==> config.mk <==
export PLATFORM = sky130hd
export DESIGN_NAME = ued_dma_port
export DESIGN_NICKNAME = d
export VERILOG_FILES = /design/src/hw/ued_dma_port.v /design/src/hw/ued_pin_sync.v
export VERILOG_INCLUDE_DIRS = /design/src /design/src/hw
export SDC_FILE = /design/constraint.sdc
export NUM_CORES = 1
export LEC_CHECK = 0
export BUFFER_PORTS_ARGS = -buffer_cell sky130_fd_sc_hd__buf_4
export CAP_MARGIN = 20
export CORE_UTILIZATION = 45
export CTS_CLUSTER_SIZE = 28
export DETAILED_ROUTE_END_ITERATION = 10
export PLACE_DENSITY_LB_ADDON = 0.05
export REMOVE_ABC_BUFFERS = 1
export SLEW_MARGIN = 20
export SYNTH_ARGS = -nofsm -noshare
export SYNTH_HDL_FRONTEND = slang
export SYNTH_SLANG_ARGS = --single-unit
==> constraint.sdc <==
create_clock -name clock -period 6.5 [get_ports clock]
set_input_delay 1.3 -clock clock [delete_from_list [all_inputs] [get_ports clock]]
set_output_delay 1.3 -clock clock [all_outputs]
set_load 0.03 [all_outputs]
==> src/hw/ued_map.vh <==
`ifndef UED_MAP_VH
`define UED_MAP_VH

// register byte addresses
`define UED_ADDR_HWCFG   8'h00
`define UED_ADDR_DMACFG  8'h04
`define UED_ADDR_DMACNT  8'h08
`define UED_ADDR_STATUS  8'h0C
`define UED_ADDR_ENDPOINT_DIRECTION_BIT   8'h10
`define UED_ADDR_IOSEL   8'h14
`define UED_ADDR_IODATA  8'h18

// hardware configuration fields
`define UED_HW_ACKONLY   0
`define UED_HW_REQPOL    1
`define UED_HW_ACKPOL    2
`define UED_HW_EOTPOL    3
`define UED_HW_RST       4'h0

// dma configuration fields
`define UED_CFG_IDX_MSB  3
`define UED_CFG_IDX_LSB  0
`define UED_CFG_EN       4
`define UED_CFG_CNTEN    5
`define UED_CFG_SHORTEN  6
`define UED_CFG_BURST    7
`define UED_CFG_WIDE     8
`define UED_CFG_RST      9'h002

// status fields
`define UED_ST_RUNNING   0
`define UED_ST_EOTSTOP   1
`define UED_ST_CNTSTOP   2
`define UED_ST_SHORTSTOP 3
`define UED_ST_CNT_LSB   16

// other constants
`define UED_CNT_RST      16'h0000
`define UED_ENDPOINT_DIRECTION_BIT_RST    16'h0000
`define UED_IOSEL_RST    4'h2
`define UED_IDX_MIN      4'h2
`define UED_BURST_BYTES  5'h10
`define UED_SYNC_W       20

`endif

==> src/hw/ued_dma_port.v <==
// Functional notes
// - fly-by mode with strobes when ack-only clear
// - ack-only mode when configuration bit set
// - one of fourteen endpoints is DMA target
// - DMA interleaves with register endpoint access
// - target index is endpoint number plus one
// - endpoint direction bit sets DMA direction
// - active acknowledge routes access to DMA endpoint
// - single-cycle or burst up to sixteen bytes
// - request, acknowledge, end polarities programmable
// - end pin, counter, short packet terminate
// - request out; ack, end, strobes in
// - request when endpoint holds data to move; IN endpoints request on free space
// - fly-by read drives next data on bus
// - drop request per transfer or burst end
// - ack removal stops driving the bus
// - ack-only uses ack as strobe, ignores strobes
// - end on OUT discards current buffer only
// - end on IN sends partial packet
// - enable loads counter; exhausted count ends
// - clearing enable halts without interrupt
//
// The implementer's own choices: register access over APB and the address map.
`timescale 1ns/1ps
`default_nettype none
`include "ued_map.vh"

module ued_dma_port (
   input  wire        clock,
   input  wire        arst_n,
   input  wire        psel,
   input  wire        penable,
   input  wire        pwrite,
   input  wire [7:0]  paddr,
   input  wire [31:0] pwdata,
   output reg  [31:0] prdata,
   output wire        pready,
   output wire        pslverr,
   output reg         dmaRequestOut,
   input  wire        dmaAcknowledgeIn,
   input  wire        transferEndIn,
   input  wire        readStrobeN,
   input  wire        writeStrobeN,
   input  wire [15:0] dataIn,
   output reg  [15:0] dataOut,
   output reg         dataOe,
   output wire [3:0]  epIndex,
   output wire        epRead,
   output wire        epWrite,
   output wire [15:0] epWriteData,
   output wire        epWide,
   input  wire [15:0] epReadData,
   input  wire [15:0] epHasData,
   input  wire [15:0] epHasSpace,
   input  wire [15:0] epShortLast,
   output reg         epDiscard,
   output reg         epValidate
);

   localparam [1:0] S_IDLE = 2'b00;
   localparam [1:0] S_REQ  = 2'b01;
   localparam [1:0] S_WAIT = 2'b10;

   reg  [3:0]  hwCfg;
   reg  [8:0]  dmaCfg;
   reg  [15:0] dmaCount;
   reg  [15:0] workCount;
   reg  [15:0] endpointDirection;
   reg  [3:0]  ioSelect;
   reg  [3:0]  stopFlags;
   reg         running;
   reg         enablePrev;
   reg         ackPrev;
   reg         ownsPrev;
   reg         eotPrev;
   reg         strobePrev;
   reg  [15:0] busLatch;
   reg  [1:0]  state;
   reg  [1:0]  next_state;
   reg  [4:0]  beatBytes;
   reg  [31:0] readMux;
   wire [`UED_SYNC_W-1:0] pinSync;

   // byte width of one transfer
   function [4:0] xferBytes;
      input wide;
      begin
         xferBytes = wide ? 5'h02 : 5'h01;
      end
   endfunction

   // pin level that means active under a programmable polarity
   function isActive;
      input pin;
      input polHigh;
      begin
         isActive = (pin == polHigh);
      end
   endfunction

   ued_pin_sync #(
      .W (`UED_SYNC_W)
   ) u_sync (
      .clock  (clock),
      .arst_n (arst_n),
      .din    ({dmaAcknowledgeIn, transferEndIn, readStrobeN, writeStrobeN, dataIn}),
      .dout   (pinSync)
   );

   wire [3:0]  dmaIndex  = dmaCfg[`UED_CFG_IDX_MSB:`UED_CFG_IDX_LSB];
   wire        enable    = dmaCfg[`UED_CFG_EN];
   wire        cntEn     = dmaCfg[`UED_CFG_CNTEN];
   wire        shortEn   = dmaCfg[`UED_CFG_SHORTEN];
   wire        burst     = dmaCfg[`UED_CFG_BURST];
   wire        wide      = dmaCfg[`UED_CFG_WIDE];
   wire        ackOnly   = hwCfg[`UED_HW_ACKONLY];
   wire [4:0]  stepBytes = xferBytes(wide);

   wire ackAct = isActive(pinSync[19], hwCfg[`UED_HW_ACKPOL]);
   wire eotAct = isActive(pinSync[18], hwCfg[`UED_HW_EOTPOL]);
   wire rdAct  = ~pinSync[17];
   wire wrAct  = ~pinSync[16];
   wire [15:0] busIn = pinSync[15:0];

   // indices 0 and 1 belong to the fixed control endpoints
   wire idxValid = (dmaIndex >= `UED_IDX_MIN);
   wire dirIn    = endpointDirection[dmaIndex];
   wire epReady  = dirIn ? epHasSpace[dmaIndex] : epHasData[dmaIndex];

   // ack-only mode ignores the strobe pins entirely
   wire strobeAct = ackOnly ? ackAct :
                    (ackAct & (dirIn ? wrAct : rdAct));
   wire strobeEnd = strobePrev & ~strobeAct;
   wire xfer      = strobeEnd & running;

   // the dma endpoint stays selected one cycle past ack to finish the pop
   wire dmaOwns   = ackAct | ackPrev;

   wire eotEvt    = eotAct & ~eotPrev & running;
   wire cntEvt    = xfer & cntEn & (workCount <= {11'h000, stepBytes});
   wire shortEvt  = xfer & shortEn & ~dirIn & epShortLast[dmaIndex];
   wire stopEvt   = eotEvt | cntEvt | shortEvt;
   wire lastBeat  = ~burst | ((beatBytes + stepBytes) >= `UED_BURST_BYTES);

   // apb decode
   wire apbDone   = psel & penable & pready;
   wire isIoData  = (paddr == `UED_ADDR_IODATA);
   wire mapped    = (paddr == `UED_ADDR_HWCFG)  | (paddr == `UED_ADDR_DMACFG) |
                    (paddr == `UED_ADDR_DMACNT) | (paddr == `UED_ADDR_STATUS) |
                    (paddr == `UED_ADDR_ENDPOINT_DIRECTION_BIT)  | (paddr == `UED_ADDR_IOSEL)  |
                    isIoData;
   wire wrStrobe  = apbDone & pwrite & mapped;

   // io data access waits while the dma side holds the endpoint port
   assign pready  = ~(isIoData & (dmaOwns | ownsPrev));
   assign pslverr = apbDone & ~mapped;

   // shared endpoint port
   assign epIndex     = dmaOwns ? dmaIndex : ioSelect;
   assign epRead      = (xfer & ~dirIn) | (apbDone & ~pwrite & isIoData);
   assign epWrite     = (xfer & dirIn) | (wrStrobe & isIoData);
   assign epWriteData = dmaOwns ? busLatch : pwdata[15:0];
   assign epWide      = dmaOwns & wide;

   always @* begin
      readMux = 32'h0000_0000;
      case (paddr)
         `UED_ADDR_HWCFG:  readMux[3:0]  = hwCfg;
         `UED_ADDR_DMACFG: readMux[8:0]  = dmaCfg;
         `UED_ADDR_DMACNT: readMux[15:0] = dmaCount;
         `UED_ADDR_STATUS: begin
            readMux[`UED_ST_SHORTSTOP:`UED_ST_RUNNING] = {stopFlags[3:1], running};
            readMux[31:`UED_ST_CNT_LSB] = workCount;
         end
         `UED_ADDR_ENDPOINT_DIRECTION_BIT:  readMux[15:0] = endpointDirection;
         `UED_ADDR_IOSEL:  readMux[3:0]  = ioSelect;
         `UED_ADDR_IODATA: readMux[15:0] = epReadData;
         default:          readMux = 32'h0000_0000;
      endcase
   end

   // registers written by software
   always @(posedge clock or negedge arst_n) begin
      if (!arst_n) begin
         hwCfg             <= `UED_HW_RST;
         dmaCfg            <= `UED_CFG_RST;
         dmaCount          <= `UED_CNT_RST;
         endpointDirection <= `UED_ENDPOINT_DIRECTION_BIT_RST;
         ioSelect          <= `UED_IOSEL_RST;
      end else if (wrStrobe) begin
         case (paddr)
            `UED_ADDR_HWCFG:  hwCfg             <= pwdata[3:0];
            `UED_ADDR_DMACFG: dmaCfg            <= pwdata[8:0];
            `UED_ADDR_DMACNT: dmaCount          <= pwdata[15:0];
            `UED_ADDR_ENDPOINT_DIRECTION_BIT:  endpointDirection <= pwdata[15:0];
            `UED_ADDR_IOSEL:  ioSelect          <= pwdata[3:0];
            default:          ioSelect          <= ioSelect;
         endcase
      end
   end

   // read data is refreshed until the transfer completes
   always @(posedge clock or negedge arst_n) begin
      if (!arst_n) begin
         prdata <= 32'h0000_0000;
      end else if (psel & ~apbDone) begin
         prdata <= readMux;
      end
   end

   // pin history
   always @(posedge clock or negedge arst_n) begin
      if (!arst_n) begin
         ackPrev    <= 1'b0;
         ownsPrev   <= 1'b0;
         eotPrev    <= 1'b0;
         strobePrev <= 1'b0;
         enablePrev <= 1'b0;
      end else begin
         ackPrev    <= ackAct;
         ownsPrev   <= dmaOwns;
         eotPrev    <= eotAct;
         strobePrev <= strobeAct;
         enablePrev <= enable;
      end
   end

   // run control, byte counter and stop reasons
   always @(posedge clock or negedge arst_n) begin
      if (!arst_n) begin
         running   <= 1'b0;
         workCount <= `UED_CNT_RST;
         stopFlags <= 4'h0;
      end else begin
         if (enable & ~enablePrev) begin
            running   <= idxValid;
            workCount <= dmaCount;
            stopFlags <= 4'h0;
         end else if (~enable) begin
            // plain halt; no stop flag and no interrupt
            running <= 1'b0;
         end else begin
            if (xfer) begin
               // saturates so a short last word cannot wrap the count
               workCount <= (workCount > {11'h000, stepBytes}) ?
                            workCount - {11'h000, stepBytes} : 16'h0000;
            end
            if (stopEvt) begin
               running <= 1'b0;
            end
            // clear wins: no flag is set on the enable edge that clears them
            if (eotEvt) begin
               stopFlags[`UED_ST_EOTSTOP] <= 1'b1;
            end
            if (cntEvt) begin
               stopFlags[`UED_ST_CNTSTOP] <= 1'b1;
            end
            if (shortEvt) begin
               stopFlags[`UED_ST_SHORTSTOP] <= 1'b1;
            end
         end
      end
   end

   // buffer side effects of termination
   always @(posedge clock or negedge arst_n) begin
      if (!arst_n) begin
         epDiscard  <= 1'b0;
         epValidate <= 1'b0;
      end else begin
         // only the current buffer is dropped; the idle one is left alone
         epDiscard  <= eotEvt & ~dirIn;
         // a partly filled IN buffer is armed for the next token
         epValidate <= (eotEvt | cntEvt) & dirIn;
      end
   end

   // request sequencing
   always @* begin
      next_state = state;
      case (state)
         S_IDLE: begin
            if (running & epReady & ~ackAct) begin
               next_state = S_REQ;
            end
         end
         S_REQ: begin
            if (~running) begin
               next_state = S_WAIT;
            end else if (xfer & lastBeat) begin
               next_state = S_WAIT;
            end
         end
         S_WAIT: begin
            if (~ackAct & ~strobeAct) begin
               next_state = S_IDLE;
            end
         end
         default: next_state = S_IDLE;
      endcase
   end

   wire reqNext = (next_state == S_REQ) & running & epReady;

   always @(posedge clock or negedge arst_n) begin
      if (!arst_n) begin
         state         <= S_IDLE;
         beatBytes     <= 5'h00;
         dmaRequestOut <= 1'b0;
      end else begin
         state <= next_state;
         if (state != S_REQ) begin
            beatBytes <= 5'h00;
         end else if (xfer) begin
            beatBytes <= beatBytes + stepBytes;
         end
         dmaRequestOut <= reqNext ~^ hwCfg[`UED_HW_REQPOL];
      end
   end

   // data bus toward the external controller
   always @(posedge clock or negedge arst_n) begin
      if (!arst_n) begin
         dataOut  <= 16'h0000;
         dataOe   <= 1'b0;
         busLatch <= 16'h0000;
      end else begin
         if (strobeAct & ~strobePrev) begin
            dataOut <= epReadData;
         end
         // drive only while acknowledged, for a read, while running
         dataOe <= strobeAct & ~dirIn & running;
         if (strobeAct) begin
            busLatch <= busIn;
         end
      end
   end

endmodule // ued_dma_port

`default_nettype wire

==> src/hw/ued_pin_sync.v <==
`timescale 1ns/1ps
`default_nettype none

// two-stage synchroniser; the first stage feeds only the second
module ued_pin_sync #(
   parameter W = 20
) (
   input  wire         clock,
   input  wire         arst_n,
   input  wire [W-1:0] din,
   output reg  [W-1:0] dout
);

   reg [W-1:0] stage1;

   always @(posedge clock or negedge arst_n) begin
      if (!arst_n) begin
         stage1 <= {W{1'b0}};
         dout   <= {W{1'b0}};
      end else begin
         stage1 <= din;
         dout   <= stage1;
      end
   end

endmodule // ued_pin_sync

`default_nettype wire

==> reports/qor.log, run 1 <==
[final_layout] number of standard cells in the final layout excluding fillers 1206
[global_routing] overall routing resource usage 24.38%
[power_and_ir_drop] maximum vdd ir drop 0.2047 mV
[global_routing] met1 track demand over resource in global routing 31.79%
[final_layout] Synth-to-Final Area Change 25.49%
[drt] ratio of routed vias to standard cells 5.501
[global_routing] antenna violations before repair 0
[power_and_ir_drop] Switch Pwr 0.8207 mW
[drt] total wire length 23350 µm
[power_and_ir_drop] part of the power in combinational logic 16.2%
[drt] iteration-0 DRC count of the detailed router 552
[worst_setup_path] crit path cell chain buf_4 -> nor2b_1 -> and4_1 -> o21ai_0 -> and4_1 -> nand2_1 -> o31ai_1 -> buf_4
[synthesis] number of instances in the synthesized netlist 758
[synthesis] register bit total from synthesis 189
[final_layout] final net count 1068
[clock_network] Hold-fix buffers, CTS 0
[power_and_ir_drop] leakage power figure 5.082 nW
[place] HPWL after DPL 16730 µm
[clock_network] CTS buffer count 17
[worst_setup_path] path type of the worst setup path primary input to output port
[final_layout] area of combinational cells with multiple inputs 0.003775 mm²
[sta] Pins Over Slew Limit 0
[place] Port Buffers 189
[worst_setup_path] category of cells accounting for the largest share of critical-path delay simple AND/OR/NAND/NOR gates
[worst_setup_path] cell at the slowest stage of the critical path and4_1
[clock_network] TritonCTS clock tree built
[clock_network] buffer cell driving the clock tree root clkbuf_16
[outcome] outcome finished, final reports clean
[power_and_ir_drop] portion of total power attributed to sequential cells 46.6%
[power_and_ir_drop] power per unit of standard cell area 253.0 mW/mm²
[synthesis] leading area contributor after synthesis dfrtp_1
[synthesis] top post-synthesis cells by area dfrtp_1 (53%), mux2_2 (10%), nand2_1 (5.5%)
[clock_network] count of cells resized by post-cts repair 0
[sta] setup repair after global routing missed its margin no
[clock_network] Worst-path clk slew 0.07 ns
[floorplanning] die extent in x 141.4 µm
[drt] Initial DRT Pass Iterations 5
[clock_network] Setup Fix Bufs, Post-CTS 0
[power_and_ir_drop] relative contribution of the clock network to total power 37.2%
[place] global placer's final weighted congestion 0.8848
[sta] Period Utilization, post-route 77.26%
[sta] tightest slew margin relative to the limit 38.75%
[synthesis] sequential element share of the synthesized area 54.09%
[global_routing] largest net degree at the start of global routing 73
[floorplanning] number of rows created at floorplan 50
[synthesis] warning count from the yosys run 0
[synthesis] syn avg cell area 11.54 µm²
[floorplanning] Die Outline Area 0.02000 mm²
[floorplanning] area of the placeable core 0.01889 mm²
[synthesis] predominant post-synthesis flop cell dfrtp_1
[floorplanning] die span in y 141.4 µm
[worst_setup_path] critical-path maximum fanout 16
[synthesis] FFs w/ async S/R, synth 100.0%
[sta] number of hold violations in the final report 0
[sta] final-layout setup total negative slack 0 ns
[synthesis] leading post-synthesis cells by instance count dfrtp_1 (187), nand2_1 (129), mux2_2 (79)
[worst_setup_path] worst path bufs/invs 2
[floorplanning] starting density of the core 46.30%
[worst_setup_path] kind of end point of the critical path output port
[global_routing] fraction of met3 tracks used by global routing 5.265%
[sta] Clock Skew 0.01201 ns
[drt] WL per Instance 19.36 µm
[final_layout] diode insertion count for antenna repair 0
[final_layout] share of final-layout standard cells stronger than drive strength 1 37.32%
[global_routing] highest-utilization routing layer at the global route stage met2
[sta] final critical-path required period 5.022 ns
[final_layout] register area 0.004732 mm²
[drt] total number of vias 6634
[global_routing] met2 Usage GRT 40.39%
[sta] transition time at the pin with the least slew margin 0.9103 ns
[synthesis] number of flops mapped to enable cells by yosys 0
[global_routing] number of global-route vias before repair 6708
[sta] Final setup violation count 0
[worst_setup_path] largest incremental delay on the critical path 0.77 ns
[power_and_ir_drop] switching power share of the total 29.55%
[clock_network] total clock sinks 189
[sta] minimum hold slack 0.3500 ns
[floorplanning] io pins 206
[run] number of maximum-capacitance constraint violations 0
[worst_setup_path] data arrival time of the critical path 3.72 ns
[power_and_ir_drop] internal power consumption 1.957 mW
[synthesis] area share of the leading cell type in the synthesized netlist 53.49%
[hold_path] Tightest Hold Check Type flip-flop to flip-flop
[final_layout] fill count 1626
[clock_network] Clock Latency Late Sink 0.44 ns
[clock_network] CTS H-tree lvls 4
[worst_setup_path] Startpoint Class primary input
[global_routing] first-pass GRT wire length 36810 µm
[synthesis] cell with the most instances after synthesis dfrtp_1
[clock_network] clock tree buffer depth 2
[place] Placed Instances 1174
[worst_setup_path] Required @ worst endpoint 5.20 ns
[drt] number of nets with antenna violations after detailed routing 0
[synthesis] synthesized cell area 0.008748 mm²
[synthesis] count of distinct cell types in the synthesized netlist 62
[sta] f_max 0.1991 GHz
[drt] Post-route DRC 0
[global_routing] global route overflow 0
==> stage by stage <==
stage          setup slack, ns  area [µm²]  power, mW  util (%)
6_report                 1.478       10980      2.777     58.11
5_1_grt                  1.397       10980      2.897     58.11
4_1_cts                  1.638       10960      2.803     58.03
3_5_place_dp             1.634       10370      1.764     54.89
3_3_place_gp             1.700       10370      1.749     54.89
2_1_floorplan            1.922        8528      1.557         -
==> power by group through the flow <==
stage                     Sequential (mW)  Combinational, mW  Clock, mW
after detailed placement             1.31              0.450          0
after CTS                            1.29              0.452       1.06
after floorplan                      1.34              0.219          0
after global placement               1.31              0.439          0
after global routing                 1.30              0.488       1.11
final                                1.29              0.451       1.03
==> layer usage <==
metal / vias up / share of wire [%]
met2: 219 / 50
met5: - / 0
met4: 0 / 1.9
li1: 3074 / -
met1: 3305 / 43
met3: 36 / 5.3
==> layout by cell type (no fill, tap or decap), drive strengths merged, types with 5 or more instances in the layout <==
cell    count
nor3b       5
buf       199
nor4        6
a221oi      7
and2        5
a21oi      33
a211oi      5
a222oi      7
o21ai      40
nor3       11
dfrtp     187
nor2       37
a22o        6
inv        20
nand2b      5
a31oi       9
mux2       89
a21bo       5
nand3       7
xnor2       6
clkbuf     18
nand2     130
mux2i      22
clkinv      6
mux4       14
nor2b       6
==> state kept, by name (all words and copies together), names as in the netlist, 2 cells and up <==
| signal | flops |
|---|---|
| beatBytes | 5 |
| busLatch | 16 |
| dataOut | 16 |
| dmaCfg | 9 |
| dmaCount | 16 |
| endpointDirection | 16 |
| hwCfg | 4 |
| ioSelect | 4 |
| prdata | 32 |
| state | 2 |
| stopFlags | 3 |
| u_sync.dout | 20 |
| u_sync.stage1 | 20 |
| workCount | 16 |
==> worst paths after layout <==
path / from / end / slack, ns / cells after the start
worst max register to register: hwCfg[2] / dmaCount[6] / 2.82 / 8
max in group asynchronous: arst_n / endpointDirection[10] / 4.43 / 2
worst min register to register: u_sync.stage1[4] / u_sync.dout[4] / 0.35 / 0
worst max-delay path: paddr[3] / epWrite / 1.48 / 8
min in group asynchronous: arst_n / dataOe / 0.80 / 1
worst min-delay path: u_sync.stage1[4] / u_sync.dout[4] / 0.35 / 0
==> cell type report <==
cell class,count,share of cell area [%]
clock buffers,17,3.875
clock inverters,15,1.527
inverters,12,0.4103
multi-input cells,513,34.39
flip-flops and latches,189,43.10
well taps,260,2.963
repair buffers,200,13.73
==> cell families (layout without fill, tap and decap cells) <==
| logic type | Yosys count | in the layout | share of synthesized area [%] |
|---|---|---|---|
| XOR/XNOR | 7 | 7 | 0.7008 |
| multiplexers | 125 | 125 | 18.15 |
| buffers and inverters | 56 | 244 | 3.032 |
| adder cells (fa/ha/maj) | 6 | 6 | 1.030 |
| AO/OA/AOI/OAI | 142 | 142 | 10.93 |
| flip-flops | 189 | 189 | 54.09 |
| AND/OR/NAND/NOR | 233 | 233 | 12.07 |
Power figures use the tool's default switching activity.
==> run 2: changes to the inputs <==
clock period = 5.16 ns   (was 6.5 ns; I/O delays follow)
==> reports/qor.log, run 2 (synthesized netlist as in run 1, its figures left out) <==
[outcome] outcome finished, final reports clean
[worst_setup_path] path type of the worst setup path flip-flop to output port
[worst_setup_path] Startpoint Class flip-flop
[final_layout] Synth-to-Final Area Change 25.70%
[final_layout] fill count 1597 [-1.8%]
[clock_network] count of cells resized by post-cts repair 0 [unchanged]
[drt] total wire length 22750 µm [-2.6%]
[drt] Highest Signal Layer met4
[sta] Period Utilization, post-route 86.35%
[global_routing] number of global-route vias before repair 6583 [-1.9%]
[clock_network] Setup Fix Bufs, Post-CTS 0 [unchanged]
[power_and_ir_drop] Switch Pwr 0.9895 mW [+21%]
[final_layout] cell area after layout 0.01100 mm² [+0.17%]
[power_and_ir_drop] maximum vdd ir drop 0.2283 mV [+12%]
[sta] min setup slack post-route 0.7044 ns [-0.7736 ns]
[drt] number of nets with antenna violations after detailed routing 0 [unchanged]
[final_layout] number of flip-flops under the largest register name 32 [unchanged]
[drt] Post-route DRC 0 [unchanged]
[drt] Initial DRT Pass Iterations 8 [+3]
[final_layout] number of standard cells in the final layout excluding fillers 1205 [-0.083%]
[drt] total number of vias 6559 [-1.1%]
[final_layout] most frequent cells in the layout buf_4 (197), dfrtp_1 (187), nand2_1 (129)
[floorplanning] area of the placeable core 0.01889 mm² [unchanged]
[hold_path] Tightest Hold Check Type flip-flop to flip-flop
[hold_path] Hold Startpoint u_sync.stage1[7]
[sta] f_max 0.2244 GHz
[power_and_ir_drop] portion of total power attributed to sequential cells 46.0% [-0.6 points]
[drt] WL per Instance 18.88 µm [-2.5%]
[drt] iteration-0 DRC count of the detailed router 462 [-16%]
[clock_network] total clock sinks 189 [unchanged]
[final_layout] register with the most flip-flops prdata
[final_layout] register area 0.004732 mm² [unchanged]
[drt] ratio of routed vias to standard cells 5.443 [-1.0%]
[global_routing] global route overflow 0 [unchanged]
[clock_network] Worst-path clk slew 0.07 ns [about the same]
[sta] minimum hold slack 0.3495 ns [-0.0004890 ns]
[floorplanning] Die Outline Area 0.02000 mm² [unchanged]
[final_layout] Final Core Density 58.21% [+0.099 points]
[worst_setup_path] crit-path most repeated cell buf_4
[place] Port Buffers 189 [unchanged]
[final_layout] most common library cell in the layout ignoring fill and taps buf_4
[floorplanning] die extent in x 141.4 µm [unchanged]
[drt] met1 layer wirelength in the final routing 9908 µm [-1.4%]
[clock_network] Hold-fix buffers, CTS 0 [unchanged]
[floorplanning] starting density of the core 46.30% [unchanged]
[floorplanning] io pins 206 [unchanged]
[run] number of maximum-capacitance constraint violations 0 [unchanged]
[sta] final-layout setup total negative slack 0 ns [unchanged]
[clock_network] clock tree buffer depth 2 [unchanged]
[sta] Pins Over Slew Limit 0 [unchanged]
[worst_setup_path] start point of the critical path dmaCfg[0]
[global_routing] first-pass GRT wire length 36210 µm [-1.6%]
[place] pre-CTS WS 1.165 ns [-0.4681 ns]
[sta] transition time at the pin with the least slew margin 0.9906 ns [+0.08027 ns]
[final_layout] final net count 1067 [-0.094%]
[power_and_ir_drop] switching power share of the total 27.97% [-1.6 points]
[power_and_ir_drop] leakage power figure 5.092 nW [+0.18%]
[final_layout] share of final-layout standard cells stronger than drive strength 1 37.25% [-0.066 points]
[worst_setup_path] Reg-to-Reg Start dmaCfg[0]
[final_layout] largest registers prdata x32, u_sync.dout x20, u_sync.stage1 x20
[sta] setup repair after global routing missed its margin no
[sta] final critical-path required period 4.456 ns
[place] global placer's final weighted congestion 0.8798 [-0.57%]
[floorplanning] die span in y 141.4 µm [unchanged]
[worst_setup_path] cell at the slowest stage of the critical path dfrtp_1
[global_routing] largest net degree at the start of global routing 100 [+37%]
[worst_setup_path] data arrival time of the critical path 3.42 ns [-0.30 ns]
[worst_setup_path] kind of end point of the critical path output port
[worst_setup_path] crit path cell chain buf_4 -> mux2i_1 -> mux4_2 -> mux2_2 -> nand2_4 -> nand2_1 -> o31ai_1 -> buf_4
[global_routing] antenna violations before repair 0 [unchanged]
[sta] Final setup violation count 0 [unchanged]
[clock_network] TritonCTS clock tree built
[floorplanning] number of rows created at floorplan 50 [unchanged]
[drt] met2 routed WL 11200 µm [-3.6%]
[sta] tightest slew margin relative to the limit 33.35% [-5.4 points]
[worst_setup_path] critical-path maximum fanout 24 [+8]
[worst_setup_path] largest incremental delay on the critical path 0.63 ns [-0.14 ns]
[power_and_ir_drop] part of the power in combinational logic 16.0% [-0.2 points]
[worst_setup_path] Required @ worst endpoint 4.13 ns [-1.07 ns]
[global_routing] overall routing resource usage 23.81% [-0.57 points]
[drt] wire length on met3 1176 µm [-4.7%]
[clock_network] CTS H-tree lvls 4 [unchanged]
[power_and_ir_drop] power per unit of standard cell area 321.7 mW/mm² [+27%]
[clock_network] CTS buffer count 17 [unchanged]
[power_and_ir_drop] relative contribution of the clock network to total power 38.0% [+0.8 points]
[place] HPWL after DPL 16460 µm [-1.6%]
[clock_network] Clock Latency Late Sink 0.43 ns [about the same]
[sta] Clock Skew 0.01004 ns [-0.001969 ns]
[final_layout] area of combinational cells with multiple inputs 0.003775 mm² [unchanged]
[clock_network] buffer cell driving the clock tree root clkbuf_16
[place] post-detailed-placement cell area 0.01038 mm² [about the same]
[power_and_ir_drop] internal power consumption 2.548 mW [+30%]
[sta] number of hold violations in the final report 0 [unchanged]
[place] Placed Instances 1173 [-0.085%]
[power_and_ir_drop] total design power 3.537 mW [+27%]
[final_layout] diode insertion count for antenna repair 0 [unchanged]
## run 2: cell types whose count changed in the layout (fill, tap and decap cells not counted)
cell / previous run / this run
buf_12: 0 / 1
clkinv_2: 0 / 2
clkinvlp_4: 1 / 2
bufinv_16: 0 / 2
buf_4: 199 / 197
inv_8: 3 / 4
inv_6: 5 / 2
clkinv_8: 4 / 1
## run 2: worst max-delay path: cells and delay by family (launching register included)
family / cells / cell delay, ns
AO/OA/AOI/OAI: 1 / 0.28
buffers and inverters: 2 / 0.60
flip-flops: 1 / 0.63
multiplexers: 3 / 1.04
AND/OR/NAND/NOR: 2 / 0.42
## run 2: per-layer routing
layer	global-route usage, %	vias to the layer above
li1	-	3071
met2	38.77	189
met3	4.219	34
met1	32.16	3265
met5	0	-
met4	8.376	0
## run 2: final cells by class
cell class	instances	share of cell area, %
Sequential cell	189	43.03
Multi-Input combinational cell	513	34.33
Clock inverter	15	1.650
Timing Repair Buffer	199	13.76
Clock buffer	17	3.868
Tap cell	260	2.958
Inverter	12	0.4096
## run 2: final timing paths
check,end,slack [ns],cells past startpoint
max,epWrite,0.70,8
min,u_sync.dout[7],0.35,0
max reg2reg,dataOut[4],1.50,8
min reg2reg,u_sync.dout[7],0.35,0
max in group asynchronous,workCount[5],3.51,2
min in group asynchronous,state[1],0.68,1
## run 2: power by group through the flow
stage               Combinational [mW]  Sequential, mW  Clock [mW]
finish                           0.566            1.63        1.34
floorplan                        0.276            1.69           0
global route                     0.613            1.64        1.43
detailed placement               0.566            1.66           0
CTS                              0.570            1.63        1.37
global placement                 0.554            1.65           0
